--- src/include/gls_defines.vh ---
// Constants for the guard lock supervisor
`ifndef GLS_DEFINES_VH
`define GLS_DEFINES_VH

`define GLS_CLK_MHZ 250
`define GLS_TICK_MS 1
// One millisecond of the 250 MHz clock
`define GLS_TICK_CYCLES 18'h3d090

`define GLS_ADDR_CTRL 8'h00
`define GLS_ADDR_UNLOCK_SEL 8'h04
`define GLS_ADDR_FBK_SEL 8'h08
`define GLS_ADDR_STATUS 8'h0c
`define GLS_ADDR_MASK 8'h10
`define GLS_ADDR_STATE 8'h14

`define GLS_CTRL_NO_GATE 0
`define GLS_CTRL_MANDATORY 1
`define GLS_CTRL_SPRING 2
`define GLS_CTRL_ERR_EN 3
`define GLS_CTRL_MONITORED 4
`define GLS_CTRL_RST 5'h04
`define GLS_UNLOCK_SEL_RST 5'h00
`define GLS_FBK_SEL_RST 5'h09

`define GLS_EV_FAULT 0
`define GLS_EV_SAFE_RISE 1
`define GLS_EV_SAFE_FALL 2

`define GLS_UD_SEG1_LAST 5'h0a
`define GLS_UD_STEP1_MS 15'h0064
`define GLS_UD_SEG2_FIRST 5'h0b
`define GLS_UD_SEG2_LAST 5'h1c
`define GLS_UD_BASE2_MS 15'h05dc
`define GLS_UD_STEP2_MS 15'h01f4
`define GLS_UD_SEG3_FIRST 5'h1d
`define GLS_UD_BASE3_MS 15'h3a98
`define GLS_UD_STEP3_MS 15'h1388

`define GLS_FB_SEG1_LAST 5'h09
`define GLS_FB_BASE1_MS 15'h000a
`define GLS_FB_STEP1_MS 15'h000a
`define GLS_FB_SEG2_FIRST 5'h0a
`define GLS_FB_SEG2_LAST 5'h1b
`define GLS_FB_BASE2_MS 15'h0096
`define GLS_FB_STEP2_MS 15'h0032
`define GLS_FB_SEG3_FIRST 5'h1c
`define GLS_FB_BASE3_MS 15'h05dc
`define GLS_FB_STEP3_MS 15'h01f4

`endif

--- src/verilog/gls_guard_lock.v ---
// Guard lock supervisor with Wishbone register access
//
// Local design decisions: the Wishbone register port and the placing of the registers.
`timescale 1ns/1ps
`include "gls_defines.vh"

// Operation
// RULE_01: Safe output high only with door closed and lock confirmed by feedback.
// RULE_02: Unlock request drops the safe output at once and releases via magnet drive.
// RULE_03: Errors such as door open while locked or late feedback force safe low.
// RULE_04: Magnet drive releases only after the configured unlock delay.
// RULE_05: Error if feedback does not follow the magnet drive within the feedback time.
// RULE_06: Command source holds the request high to unlock, low to lock.
// RULE_07: With a door, re-lock after request release only once the door is closed.
// RULE_08: After re-lock, safe returns only with feedback locked and door closed.
// RULE_09: Mandatory opening: error at cycle end if the door was never seen open.
// RULE_10: Mandatory opening: cycle completes only after door opened then closed.
// RULE_11: No-door option ignores the door input and supervises feedback only.
// RULE_12: Manual reset on a 0 to 1 edge; monitored needs 0 to 1 then back to 0.
// RULE_13: Unlock delay 0-1 s by 100 ms, 1.5-10 s by 0.5 s, 15-25 s by 5 s.
// RULE_14: Feedback time 10 ms steps low, 50 ms to 1 s, 0.5 s steps to 3 s.
// RULE_15: Spring option: de-energised magnet is locked; energise only to release.
// RULE_16: Enabled fault output goes to 1 on a lock malfunction.
// RULE_17: Enabled fault output stays low while no error is present.
// RULE_18: Without spring option, energise the magnet to lock, de-energise to release.
// RULE_19: Times are counted in cycles; feedback timer restarts at each drive change.
module gls_guard_lock #(
  parameter [17:0] TICK_CYCLES = `GLS_TICK_CYCLES
) (
  input wire clk,
  input wire rst_n,
  input wire wb_cyc_i,
  input wire wb_stb_i,
  input wire wb_we_i,
  input wire [7:0] wb_adr_i,
  input wire [3:0] wb_sel_i,
  input wire [31:0] wb_dat_i,
  output wire [31:0] wb_dat_o,
  output wire wb_ack_o,
  input wire unlock_cmd,
  input wire lock_fbk,
  input wire gate_closed,
  input wire reset_cmd,
  output wire safe_out,
  output wire lock_out,
  output wire magnet_activation_trace,
  output wire fault_flag_out,
  output wire irq
);

  localparam [2:0] ST_LOCKED = 3'h0;
  localparam [2:0] ST_DELAY = 3'h1;
  localparam [2:0] ST_UNLOCKED = 3'h2;
  localparam [2:0] ST_RELOCK = 3'h3;
  localparam [2:0] ST_FAULT = 3'h4;

  localparam [17:0] TICK_LAST = TICK_CYCLES - 18'h00001;
  localparam [14:0] MS_MAX = 15'h7fff;

  reg [3:0] meta_reg;
  reg [3:0] sync_reg;
  reg reset_prev_reg;
  reg armed_reg;
  reg [2:0] state_reg;
  reg [2:0] state_next;
  reg seen_reg;
  reg seen_next;
  reg err;
  reg [17:0] pre_cnt_reg;
  reg [14:0] ms_cnt_reg;
  reg safe_reg;
  reg safe_next;
  reg act_reg;
  reg lock_out_reg;
  reg fault_reg;
  reg [4:0] ctrl_reg;
  reg [4:0] unlock_sel_reg;
  reg [4:0] fbk_sel_reg;
  reg [2:0] status_reg;
  reg [2:0] mask_reg;
  reg ack_reg;
  reg [31:0] dat_o_reg;
  reg [31:0] rd_data;

  wire cmd_s;
  wire fbk_s;
  wire gate_s;
  wire reset_s;
  wire use_gate;
  wire mandatory;
  wire spring;
  wire fb_locked;
  wire gate_ok;
  wire tick;
  wire reset_rise;
  wire reset_fall;
  wire reset_accept;
  wire act_next;
  wire [14:0] unlock_ms;
  wire [14:0] fbk_ms;
  wire fbk_late;
  wire [2:0] events;
  wire wb_req;
  wire wb_wr;
  wire status_rd;

  // Unlock delay code to milliseconds
  function [14:0] unlock_code_ms;
    input [4:0] c;
    begin
      if (c <= `GLS_UD_SEG1_LAST) begin
        unlock_code_ms = {10'h000, c} * `GLS_UD_STEP1_MS;
      end else if (c <= `GLS_UD_SEG2_LAST) begin
        unlock_code_ms = `GLS_UD_BASE2_MS + {10'h000, c - `GLS_UD_SEG2_FIRST} * `GLS_UD_STEP2_MS;
      end else begin
        unlock_code_ms = `GLS_UD_BASE3_MS + {10'h000, c - `GLS_UD_SEG3_FIRST} * `GLS_UD_STEP3_MS;
      end
    end
  endfunction

  // Feedback time code to milliseconds
  function [14:0] fbk_code_ms;
    input [4:0] c;
    begin
      if (c <= `GLS_FB_SEG1_LAST) begin
        fbk_code_ms = `GLS_FB_BASE1_MS + {10'h000, c} * `GLS_FB_STEP1_MS;
      end else if (c <= `GLS_FB_SEG2_LAST) begin
        fbk_code_ms = `GLS_FB_BASE2_MS + {10'h000, c - `GLS_FB_SEG2_FIRST} * `GLS_FB_STEP2_MS;
      end else begin
        fbk_code_ms = `GLS_FB_BASE3_MS + {10'h000, c - `GLS_FB_SEG3_FIRST} * `GLS_FB_STEP3_MS;
      end
    end
  endfunction

  // Two-stage synchronisers for the field inputs
  // They start at 0, so the door reads open for two edges after reset
  always @(posedge clk or negedge rst_n) begin
    if (!rst_n) begin
      meta_reg <= 4'h0;
      sync_reg <= 4'h0;
    end else begin
      meta_reg <= {reset_cmd, gate_closed, lock_fbk, unlock_cmd};
      sync_reg <= meta_reg;
    end
  end

  assign cmd_s = sync_reg[0];
  assign fbk_s = sync_reg[1];
  assign gate_s = sync_reg[2];
  assign reset_s = sync_reg[3];

  assign use_gate = ~ctrl_reg[`GLS_CTRL_NO_GATE];
  assign mandatory = ctrl_reg[`GLS_CTRL_MANDATORY] & use_gate;
  assign spring = ctrl_reg[`GLS_CTRL_SPRING];

  // Contact shows magnet energised; locked polarity follows the spring option
  assign fb_locked = fbk_s ^ spring; // see RULE_15 RULE_18
  assign gate_ok = ~use_gate | gate_s; // see RULE_11

  assign unlock_ms = unlock_code_ms(unlock_sel_reg); // see RULE_13
  assign fbk_ms = fbk_code_ms(fbk_sel_reg); // see RULE_14
  assign fbk_late = ms_cnt_reg > fbk_ms;

  // Reset input: manual edge or monitored pulse
  assign reset_rise = reset_s & ~reset_prev_reg;
  assign reset_fall = ~reset_s & reset_prev_reg;
  assign reset_accept = ctrl_reg[`GLS_CTRL_MONITORED] ? (reset_fall & armed_reg) : reset_rise; // see RULE_12

  always @(posedge clk or negedge rst_n) begin
    if (!rst_n) begin
      reset_prev_reg <= 1'b0;
      armed_reg <= 1'b0;
    end else begin
      reset_prev_reg <= reset_s;
      if (reset_rise) begin
        armed_reg <= 1'b1;
      end else if (reset_fall) begin
        armed_reg <= 1'b0;
      end
    end
  end

  // Millisecond timebase; restarts on every state change
  // The count saturates, so a long stay in one state never wraps into a false timeout
  assign tick = pre_cnt_reg == TICK_LAST;

  always @(posedge clk or negedge rst_n) begin
    if (!rst_n) begin
      pre_cnt_reg <= 18'h00000;
      ms_cnt_reg <= 15'h0000;
    end else if (state_next != state_reg) begin
      pre_cnt_reg <= 18'h00000; // see RULE_19
      ms_cnt_reg <= 15'h0000;
    end else if (tick) begin
      pre_cnt_reg <= 18'h00000;
      if (ms_cnt_reg != MS_MAX) begin
        ms_cnt_reg <= ms_cnt_reg + 15'h0001;
      end
    end else begin
      pre_cnt_reg <= pre_cnt_reg + 18'h00001;
    end
  end

  // Supervision state machine
  always @* begin
    state_next = state_reg;
    seen_next = seen_reg;
    err = 1'b0;
    case (state_reg)
      ST_LOCKED: begin
        if (cmd_s) begin
          state_next = ST_DELAY; // see RULE_02
          seen_next = 1'b0;
        end else if (!fb_locked || !gate_ok) begin
          err = 1'b1; // see RULE_03
        end
      end
      ST_DELAY: begin
        // The lock is still engaged while the release delay runs
        if (!fb_locked || !gate_ok) begin
          err = 1'b1; // see RULE_03
        end else if (!cmd_s) begin
          state_next = ST_LOCKED;
        end else if (ms_cnt_reg >= unlock_ms) begin
          state_next = ST_UNLOCKED; // see RULE_04
        end
      end
      ST_UNLOCKED: begin
        if (use_gate && !gate_s) begin
          seen_next = 1'b1; // see RULE_10
        end
        if (fb_locked && fbk_late) begin
          err = 1'b1; // see RULE_05
        end else if (!cmd_s && gate_ok) begin
          state_next = ST_RELOCK; // see RULE_07
        end
      end
      ST_RELOCK: begin
        if (fb_locked) begin
          if (mandatory && !seen_reg) begin
            err = 1'b1; // see RULE_09
          end else if (gate_ok) begin
            // Safe is offered again only with gate_ok: the door reading closed, or the door ignored in no-door mode
            state_next = ST_LOCKED; // see RULE_08 RULE_10
          end
        end else if (fbk_late) begin
          err = 1'b1; // see RULE_05
        end
      end
      ST_FAULT: begin
        if (reset_accept) begin
          // An accepted reset closes the cycle, so the opening check is not repeated
          state_next = ST_RELOCK; // see RULE_12
          seen_next = 1'b1;
        end
      end
      default: begin
        state_next = ST_FAULT;
      end
    endcase
    if (err) begin
      state_next = ST_FAULT; // see RULE_03
    end
  end

  always @* begin
    safe_next = (state_next == ST_LOCKED) & fb_locked & gate_ok & ~cmd_s & ~err; // see RULE_01 RULE_08
  end

  // Release is commanded only while the state machine is in the unlocked state
  assign act_next = state_next == ST_UNLOCKED;

  always @(posedge clk or negedge rst_n) begin
    if (!rst_n) begin
      // Power-up re-checks the lock instead of trusting it
      state_reg <= ST_RELOCK;
      seen_reg <= 1'b0;
      safe_reg <= 1'b0;
      act_reg <= 1'b0;
      lock_out_reg <= 1'b0;
      fault_reg <= 1'b0;
    end else begin
      state_reg <= state_next;
      seen_reg <= seen_next;
      safe_reg <= safe_next;
      act_reg <= act_next;
      lock_out_reg <= ~(act_next ^ spring); // see RULE_15 RULE_18
      // An error in the reset cycle keeps the fault latched
      if (err) begin
        fault_reg <= 1'b1; // see RULE_16
      end else if (reset_accept) begin
        fault_reg <= 1'b0; // see RULE_17
      end
    end
  end

  assign safe_out = safe_reg;
  assign lock_out = lock_out_reg;
  assign magnet_activation_trace = act_reg;
  assign fault_flag_out = fault_reg & ctrl_reg[`GLS_CTRL_ERR_EN]; // see RULE_16 RULE_17

  // Events and interrupt
  assign events[`GLS_EV_FAULT] = err;
  assign events[`GLS_EV_SAFE_RISE] = safe_next & ~safe_reg;
  assign events[`GLS_EV_SAFE_FALL] = ~safe_next & safe_reg;
  assign irq = |(status_reg & mask_reg);

  // Wishbone classic slave, one wait state
  // Writes land on the edge that raises ack; ack always follows a request by one cycle
  assign wb_req = wb_cyc_i & wb_stb_i & ~ack_reg;
  assign wb_wr = wb_req & wb_we_i & wb_sel_i[0];
  assign status_rd = wb_req & ~wb_we_i & (wb_adr_i == `GLS_ADDR_STATUS);

  always @* begin
    rd_data = 32'h00000000;
    case (wb_adr_i)
      `GLS_ADDR_CTRL: begin
        rd_data[4:0] = ctrl_reg;
      end
      `GLS_ADDR_UNLOCK_SEL: begin
        rd_data[4:0] = unlock_sel_reg;
      end
      `GLS_ADDR_FBK_SEL: begin
        rd_data[4:0] = fbk_sel_reg;
      end
      `GLS_ADDR_STATUS: begin
        rd_data[2:0] = status_reg;
      end
      `GLS_ADDR_MASK: begin
        rd_data[2:0] = mask_reg;
      end
      `GLS_ADDR_STATE: begin
        rd_data[6:0] = {seen_reg, fault_reg, lock_out_reg, safe_reg, state_reg};
      end
      default: begin
        rd_data = 32'h00000000;
      end
    endcase
  end

  always @(posedge clk or negedge rst_n) begin
    if (!rst_n) begin
      ack_reg <= 1'b0;
      dat_o_reg <= 32'h00000000;
      ctrl_reg <= `GLS_CTRL_RST;
      unlock_sel_reg <= `GLS_UNLOCK_SEL_RST;
      fbk_sel_reg <= `GLS_FBK_SEL_RST;
      mask_reg <= 3'h0;
      status_reg <= 3'h0;
    end else begin
      ack_reg <= wb_req;
      if (wb_req && !wb_we_i) begin
        dat_o_reg <= rd_data;
      end
      if (wb_wr && wb_adr_i == `GLS_ADDR_CTRL) begin
        ctrl_reg <= wb_dat_i[4:0];
      end
      if (wb_wr && wb_adr_i == `GLS_ADDR_UNLOCK_SEL) begin
        unlock_sel_reg <= wb_dat_i[4:0];
      end
      if (wb_wr && wb_adr_i == `GLS_ADDR_FBK_SEL) begin
        fbk_sel_reg <= wb_dat_i[4:0];
      end
      if (wb_wr && wb_adr_i == `GLS_ADDR_MASK) begin
        mask_reg <= wb_dat_i[2:0];
      end
      // A new event in the clearing cycle survives the read
      status_reg <= (status_reg & {3{~status_rd}}) | events;
    end
  end

  assign wb_ack_o = ack_reg;
  assign wb_dat_o = dat_o_reg;

endmodule
--- config.mk ---
export PLATFORM = sky130hd
export DESIGN_NAME = gls_guard_lock
export DESIGN_NICKNAME = d
export VERILOG_FILES = /design/src/verilog/gls_guard_lock.v
export VERILOG_INCLUDE_DIRS = /design/src /design/src/include
export SDC_FILE = /design/constraint.sdc
export NUM_CORES = 1
export LEC_CHECK = 0
export BUFFER_PORTS_ARGS = -buffer_cell sky130_fd_sc_hd__buf_2
export CAP_MARGIN = 20
export CELL_PAD_IN_SITES_DETAIL_PLACEMENT = 1
export CELL_PAD_IN_SITES_GLOBAL_PLACEMENT = 1
export CORE_MARGIN = 1
export CORE_UTILIZATION = 47
export DETAILED_ROUTE_END_ITERATION = 8
export PLACE_DENSITY_LB_ADDON = 0.1
export SKIP_LAST_GASP = 1
export SLEW_MARGIN = 20
export SYNTH_ARGS = -nofsm -noshare
export SYNTH_HDL_FRONTEND = slang
export SYNTH_SLANG_ARGS = --single-unit
--- constraint.sdc ---
create_clock -name clk -period 8.3 [get_ports clk]
set_input_delay 2.075 -clock clk [delete_from_list [all_inputs] [get_ports clk]]
set_output_delay 2.075 -clock clk [all_outputs]
set_load 0.02 [all_outputs]
=== Word-level counts from Yosys, hierarchy flattened ===
Cells that the tools add are included.

* Eq/ne operators: 16
* Divide/modulo/power cells: 0
* Shifts and indexed selects: 0
* Bitwise logic cells: 34
* Reductions and logical operators: 27
* Multiply operators: 6
* Multiplexer cells: 40
* Order comparisons: 6
* Add/sub/neg operators: 11

{| class="wikitable"
|+ Operators with widths
! kind !! count
|-
| $mux 15 || 7
|-
| $mux 18 || 2
|-
| $mux 3 || 11
|-
| $add 11x14->15 const A || 2
|-
| $mul 5x7->12 const B || 2
|-
| $mul 5x5->10 const B || 2
|-
| $add 18x1->18 const B || 1
|-
| $eq 18x18->1 const B || 1
|-
| $pmux 3 s6 || 1
|-
| $and 1x1->1 || 17
|-
| $eq 8x4->1 const B || 2
|-
| $eq 8x5->1 const B || 2
|-
| $add 14x15->15 const A || 1
|-
| $add 15x1->15 const B || 1
|-
| $ge 15x15->1 || 1
|-
| $gt 15x15->1 || 1
|-
| $ne 15x15->1 const B || 1
|-
| $pmux 3 s5 || 1
|-
| $mux 1 || 14
|-
| $add 8x11->12 const A || 1
|-
| $mul 5x10->12 const B || 1
|-
| $not 1->1 || 11
|-
| $add 4x9->10 const A || 1
|-
| $le 5x4->1 const B || 2
|-
| other kinds (28) || 54
|}

* Input port bits: 53
* Latch bits: 0
* Register bits after elaboration: 80
* Word-level logic and storage cells: 159
* Memories kept: 0
* Memory bits (read-only): 0
* Bits in writable memories: 0

=== Longest topological paths before layout ===
* Depth in word-level cells: 19
* Gate-level depth with buffers: 27

=== Least setup slack after synthesis ===
No wires, ideal clock.

* Path type: register to register
* Start: reg unlock_sel_reg[0]
* End: reg ms_cnt_reg[0]
* Cell stages (with the launch flop): 23
* Setup slack: 1697 ps
* Library setup time: 97 ps
* Path buffers: 1
* Arrival time: 6507 ps
* Path through: dfrtp_1 ha_1 a21oi_1 xnor2_1 fa_1 inv_1 fa_1 fa_1 ha_1 o2111a_1 a2111oi_0 xnor2_1 o2111a_1 mux2i_1 o211ai_1 ha_1 and4_1 a221oi_1 o2111ai_1 o211ai_2 mux2_4 buf_4 nor4_2

* Cells in the longest elaborated chain, start to end: 14
* Elaborated cells on any way between the ends: 22

{| class="wikitable"
|+ Ends and longest elaborated chain
! element !! RTL line !! RTL
|-
| start, declared || gls_guard_lock.v:77 || <nowiki>reg [4:0] unlock_sel_reg;</nowiki>
|-
| start signal, assigned || gls_guard_lock.v:346 || <nowiki>unlock_sel_reg <= `GLS_UNLOCK_SEL_RST;</nowiki>
|-
| start signal, assigned || gls_guard_lock.v:359 || <nowiki>unlock_sel_reg <= wb_dat_i[4:0];</nowiki>
|-
| $sub 5x5->5 (no line) or $sub 5x4->5 (tied branches) || n/a ||
|-
| $mul 5x10->12 (no line) or $mul 5x7->12 (tied branches) || n/a ||
|-
| $add 14x15->15 (no line) or $add 11x14->15 (tied branches) || n/a ||
|-
| $mux 15 || gls_guard_lock.v:113 || <nowiki>end else if (c <= `GLS_UD_SEG2_LAST) begin</nowiki>
|-
| $mux 15 * || gls_guard_lock.v:111 || <nowiki>if (c <= `GLS_UD_SEG1_LAST) begin</nowiki>
|-
| $ge 15x15->1 * || gls_guard_lock.v:224 || <nowiki>end else if (ms_cnt_reg >= unlock_ms) begin</nowiki>
|-
| $mux 3 * || gls_guard_lock.v:224 ||
|-
| $mux 3 * || gls_guard_lock.v:222 || <nowiki>end else if (!cmd_s) begin</nowiki>
|-
| $mux 3 * || gls_guard_lock.v:220 || <nowiki>if (!fb_locked || !gate_ok) begin</nowiki>
|-
| $pmux 3 s5 * || gls_guard_lock.v:209 || <nowiki>case (state_reg)</nowiki>
|-
| $mux 3 * || gls_guard_lock.v:261 || <nowiki>if (err) begin</nowiki>
|-
| $ne 3x3->1 * || gls_guard_lock.v:191 || <nowiki>end else if (state_next != state_reg) begin</nowiki>
|-
| $reduce_bool 2->1 (no line) || n/a ||
|-
| $reduce_and 2->1 (no line) || n/a ||
|-
| end signal, assigned || gls_guard_lock.v:197 || <nowiki>ms_cnt_reg <= ms_cnt_reg + 15'h0001;</nowiki>
|-
| end, declared || gls_guard_lock.v:70 || <nowiki>reg [14:0] ms_cnt_reg;</nowiki>
|}

Every way passes the cells marked *; elsewhere a longest branch is shown, timed or not.
A chain may end at the register's enable or synchronous reset.

=== Worst setup path after layout ===
* Start: reg unlock_sel_reg[2]
* End: reg ms_cnt_reg[14]

The elaborated chain is that of the path after synthesis.

==> impl_metrics.json <==
{
  "status": "complete, no violations",
  "total_power_uw": 1300,
  "p_sw_uw": 485,
  "power.density_nw_per_um2": 131,
  "ys_warn_count": 0,
  "met1_usage_pct": 32.3,
  "fin_crit_ns": 7.66,
  "cp-end-kind": "register",
  "final_antenna_net_count": 0,
  "seqPwrFrac_pct": 35.3,
  "clock_power_share_pct": 31.4,
  "start_util_pct": 48.6,
  "use_met3_pct": 2.05,
  "p_sw_share_pct": 37.4,
  "holdPathEnd": "sync_reg[0]$_DFF_PN0_",
  "busiest_layer": "met2",
  "rows": 50,
  "cts_made_buffers": 9,
  "grt_use_total_pct": 23.7,
  "netlist_area_um2": 9220,
  "r2r_cells": 23,
  "r2r_slack_ns": 0.64,
  "hpwl_um": 18300,
  "holdPathStages": 0,
  "crit_chain": "buf_4, ha_1, a21oi_1, xnor2_1, fa_1, inv_1, fa_1, fa_1, ha_1, o2111a_1, a2111oi_0, xnor2_1, o2111a_1, mux2i_1, o211ai_1, ha_1, a21oi_1, nand2_1, a221oi_1, o2111ai_1, o211ai_2, mux2_4, a2111oi_1",
  "finalHoldViolCount": 0,
  "skew_ns": 0.0109,
  "fp.dieW_um": 142,
  "ir_drop_uv": 275,
  "grt_pass1_vias": 7446,
  "drv_cap": 0,
  "max_freq_ghz": 0.131,
  "gp_congestion": 0.779,
  "use_met2_pct": 40.9,
  "grt_overflow_total": 0,
  "tightest_slew_ns": 0.816,
  "synth.area.mux_share_pct": 3.96,
  "cts_setup_buffers": 0,
  "drt-pass1-iter-count": 5,
  "critPathBufInv": 2,
  "cp.required_ns": 8.51,
  "synth-simple-area-share_pct": 17.9,
  "htreeDepth": 3,
  "areaGrowthSynthToFinish_pct": 7.83,
  "hold_buffers": 0,
  "core_um2": 19000,
  "cp_top_family": "compound AO/OA/AOI/OAI gates",
  "timing.setup.tns_ns": 0,
  "synth_area_per_cell_um2": 9.12,
  "final_cell_area_um2": 9940,
  "dp_slack_ns": 0.535,
  "crit_arrival_ns": 7.87,
  "die_area_um2": 20200,
  "synth_top_family_by_area": "adder cells",
  "startpoint_type": "register",
  "syn_inst": 1011,
  "pwr-share-comb_pct": 33.3,
  "cts_sinks": 80,
  "synth_compound_area_share_pct": 14.8,
  "synth_edf_count": 0,
  "synthFlopType": "dfrtp_1",
  "placed_area_um2": 9620,
  "layout_setup_ws_ns": 0.638,
  "wl_per_cell_um": 17.8,
  "synth-seq-area-share_pct": 21.8,
  "synthAdderAreaFrac_pct": 24.7,
  "critPathSlowestCell": "xnor2_1",
  "r2r_end": "ms_cnt_reg[14]$_DFFE_PN0P_",
  "hold_path.class": "reg -> reg",
  "via_per_inst": 5.63,
  "maxSlewViolCount": 0,
  "finish.utilization_pct": 52.4,
  "finalSetupViolations": 0,
  "n_antenna_cell": 0,
  "synthXorXnorAreaFrac_pct": 9.98,
  "cts_resized": 0,
  "antenna_found_initial": 0,
  "path_class": "reg -> reg",
  "place.port_buffers": 35,
  "rsz0062_at_grt": "no",
  "wl_um": 23300,
  "hp-start": "meta_reg[0]$_DFF_PN0_",
  "largest_reg_flops": 18,
  "grt_pass1_wl_um": 38000,
  "leakagePower_uw": 0.00458,
  "finalCritPeriodShare_pct": 92.3,
  "ys_types": 80,
  "fillers": 2237,
  "die_h_um": 142,
  "num_io_pins": 91,
  "drt_iter0_drc": 336,
  "async_flop_share_pct": 100,
  "worst_slew_margin_rel_pct": 45.5,
  "power.internal_uw": 814,
  "route.detailed.drc": 0,
  "max_stage_delay_ns": 0.62,
  "synth_seq_cells": 80,
  "grt_max_degree": 81,
  "clockBufferDepth": 2,
  "final_common_cell": "ha_1",
  "cts-root-buf": "clkbuf_16",
  "vias": 7372,
  "worstPathMaxFanout": 33,
  "layout-drive-gt1-share_pct": 13.1,
  "fin_nets": 1266,
  "clk_pin_slew_ns": 0.06,
  "final_cell_mix": "ha_1 (147), inv_1 (82), dfrtp_1 (75)",
  "clk_latency_ns": 0.34,
  "r2r-start": "unlock_sel_reg[2]$_DFFE_PN0P_",
  "cts_tree": "done"
}
[kinds of logic after synthesis]
kind of cell               after synthesis
DFF                                     80
AOI/OAI and AO/OA                      202
other                                    1
adders and majority gates              169
xor gates and xnor gates               105
buffers and inverters                  136
and+or+nand+nor                        286
muxes                                   32
[power groups by stage]
stage,registers [uW],logic (uW),clock network [uW]
after global routing,463,472,428
final,458,433,408
after floorplan,451,359,0
after CTS,458,437,417
after detailed placement,465,433,0
after global placement,464,424,0
[per-layer routing]
metal,wire length [um],vias to the layer above
li1,-,3620
met1,11200,3647
met2,11300,86
met3,489,19
met4,322,0
met5,0,-
[worst max-delay path by stage]
stage / slack (ns) / start / endpoint / cells after the start
final: 0.64 / unlock_sel_reg[2]$_DFFE_PN0P_ / ms_cnt_reg[14]$_DFFE_PN0P_ / 23
after global routing: 0.09 / unlock_sel_reg[2]$_DFFE_PN0P_ / ms_cnt_reg[14]$_DFFE_PN0P_ / 23
after CTS: 0.53 / unlock_sel_reg[2]$_DFFE_PN0P_ / ms_cnt_reg[14]$_DFFE_PN0P_ / 23
after detailed placement: 0.53 / unlock_sel_reg[2]$_DFFE_PN0P_ / ms_cnt_reg[14]$_DFFE_PN0P_ / 23
after global placement: 0.68 / unlock_sel_reg[2]$_DFFE_PN0P_ / ms_cnt_reg[14]$_DFFE_PN0P_ / 23
after floorplan: 1.70 / unlock_sel_reg[0]$_DFFE_PN0P_ / ms_cnt_reg[0]$_DFFE_PN0P_ / 22
[through the flow]
stage / hold WS, ns / cells
6_report: 0.346 / 1309
5_1_grt: 0.352 / 1309
4_1_cts: 0.349 / 1309
3_5_place_dp: 0.336 / 1293
3_3_place_gp: 0.334 / 1293
2_1_floorplan: 0.331 / 1035
[area by class of cell]
cell class | count | area, um2 | area share (%)
multi-input combinational | 819 | 6680 | 67.2
clock buffer | 10 | 239 | 2.40
timing repair buffer | 52 | 309 | 3.11
sequential | 80 | 2010 | 20.2
inverter | 82 | 308 | 3.10
clock inverter | 6 | 67.6 | 0.680
tap | 260 | 325 | 3.27
[synthesized netlist by cell type, types with 9 or more instances]
cell type  count  area [um2]
mux2_2        22         248
dfrtp_1       75        1880
buf_4         26         195
nor4_1        14        87.6
clkbuf_1      19        71.3
nand4_1        9        56.3
xnor2_1       61         534
xor2_1        44         385
a211oi_1      16         120
and3_1         9        56.3
o21ai_0       49         245
inv_1         82         308
ha_1         147        1840
nor4_2        18         225
nor2b_1       13        81.3
o21a_1        10        75.1
nand2_1       65         244
a21o_1        11        82.6
fa_1          22         440
nor3_1         9        45.0
a21oi_1       46         230
nand3_1       25         125
nor2_1        67         251
Power figures use the tool's default switching activity.
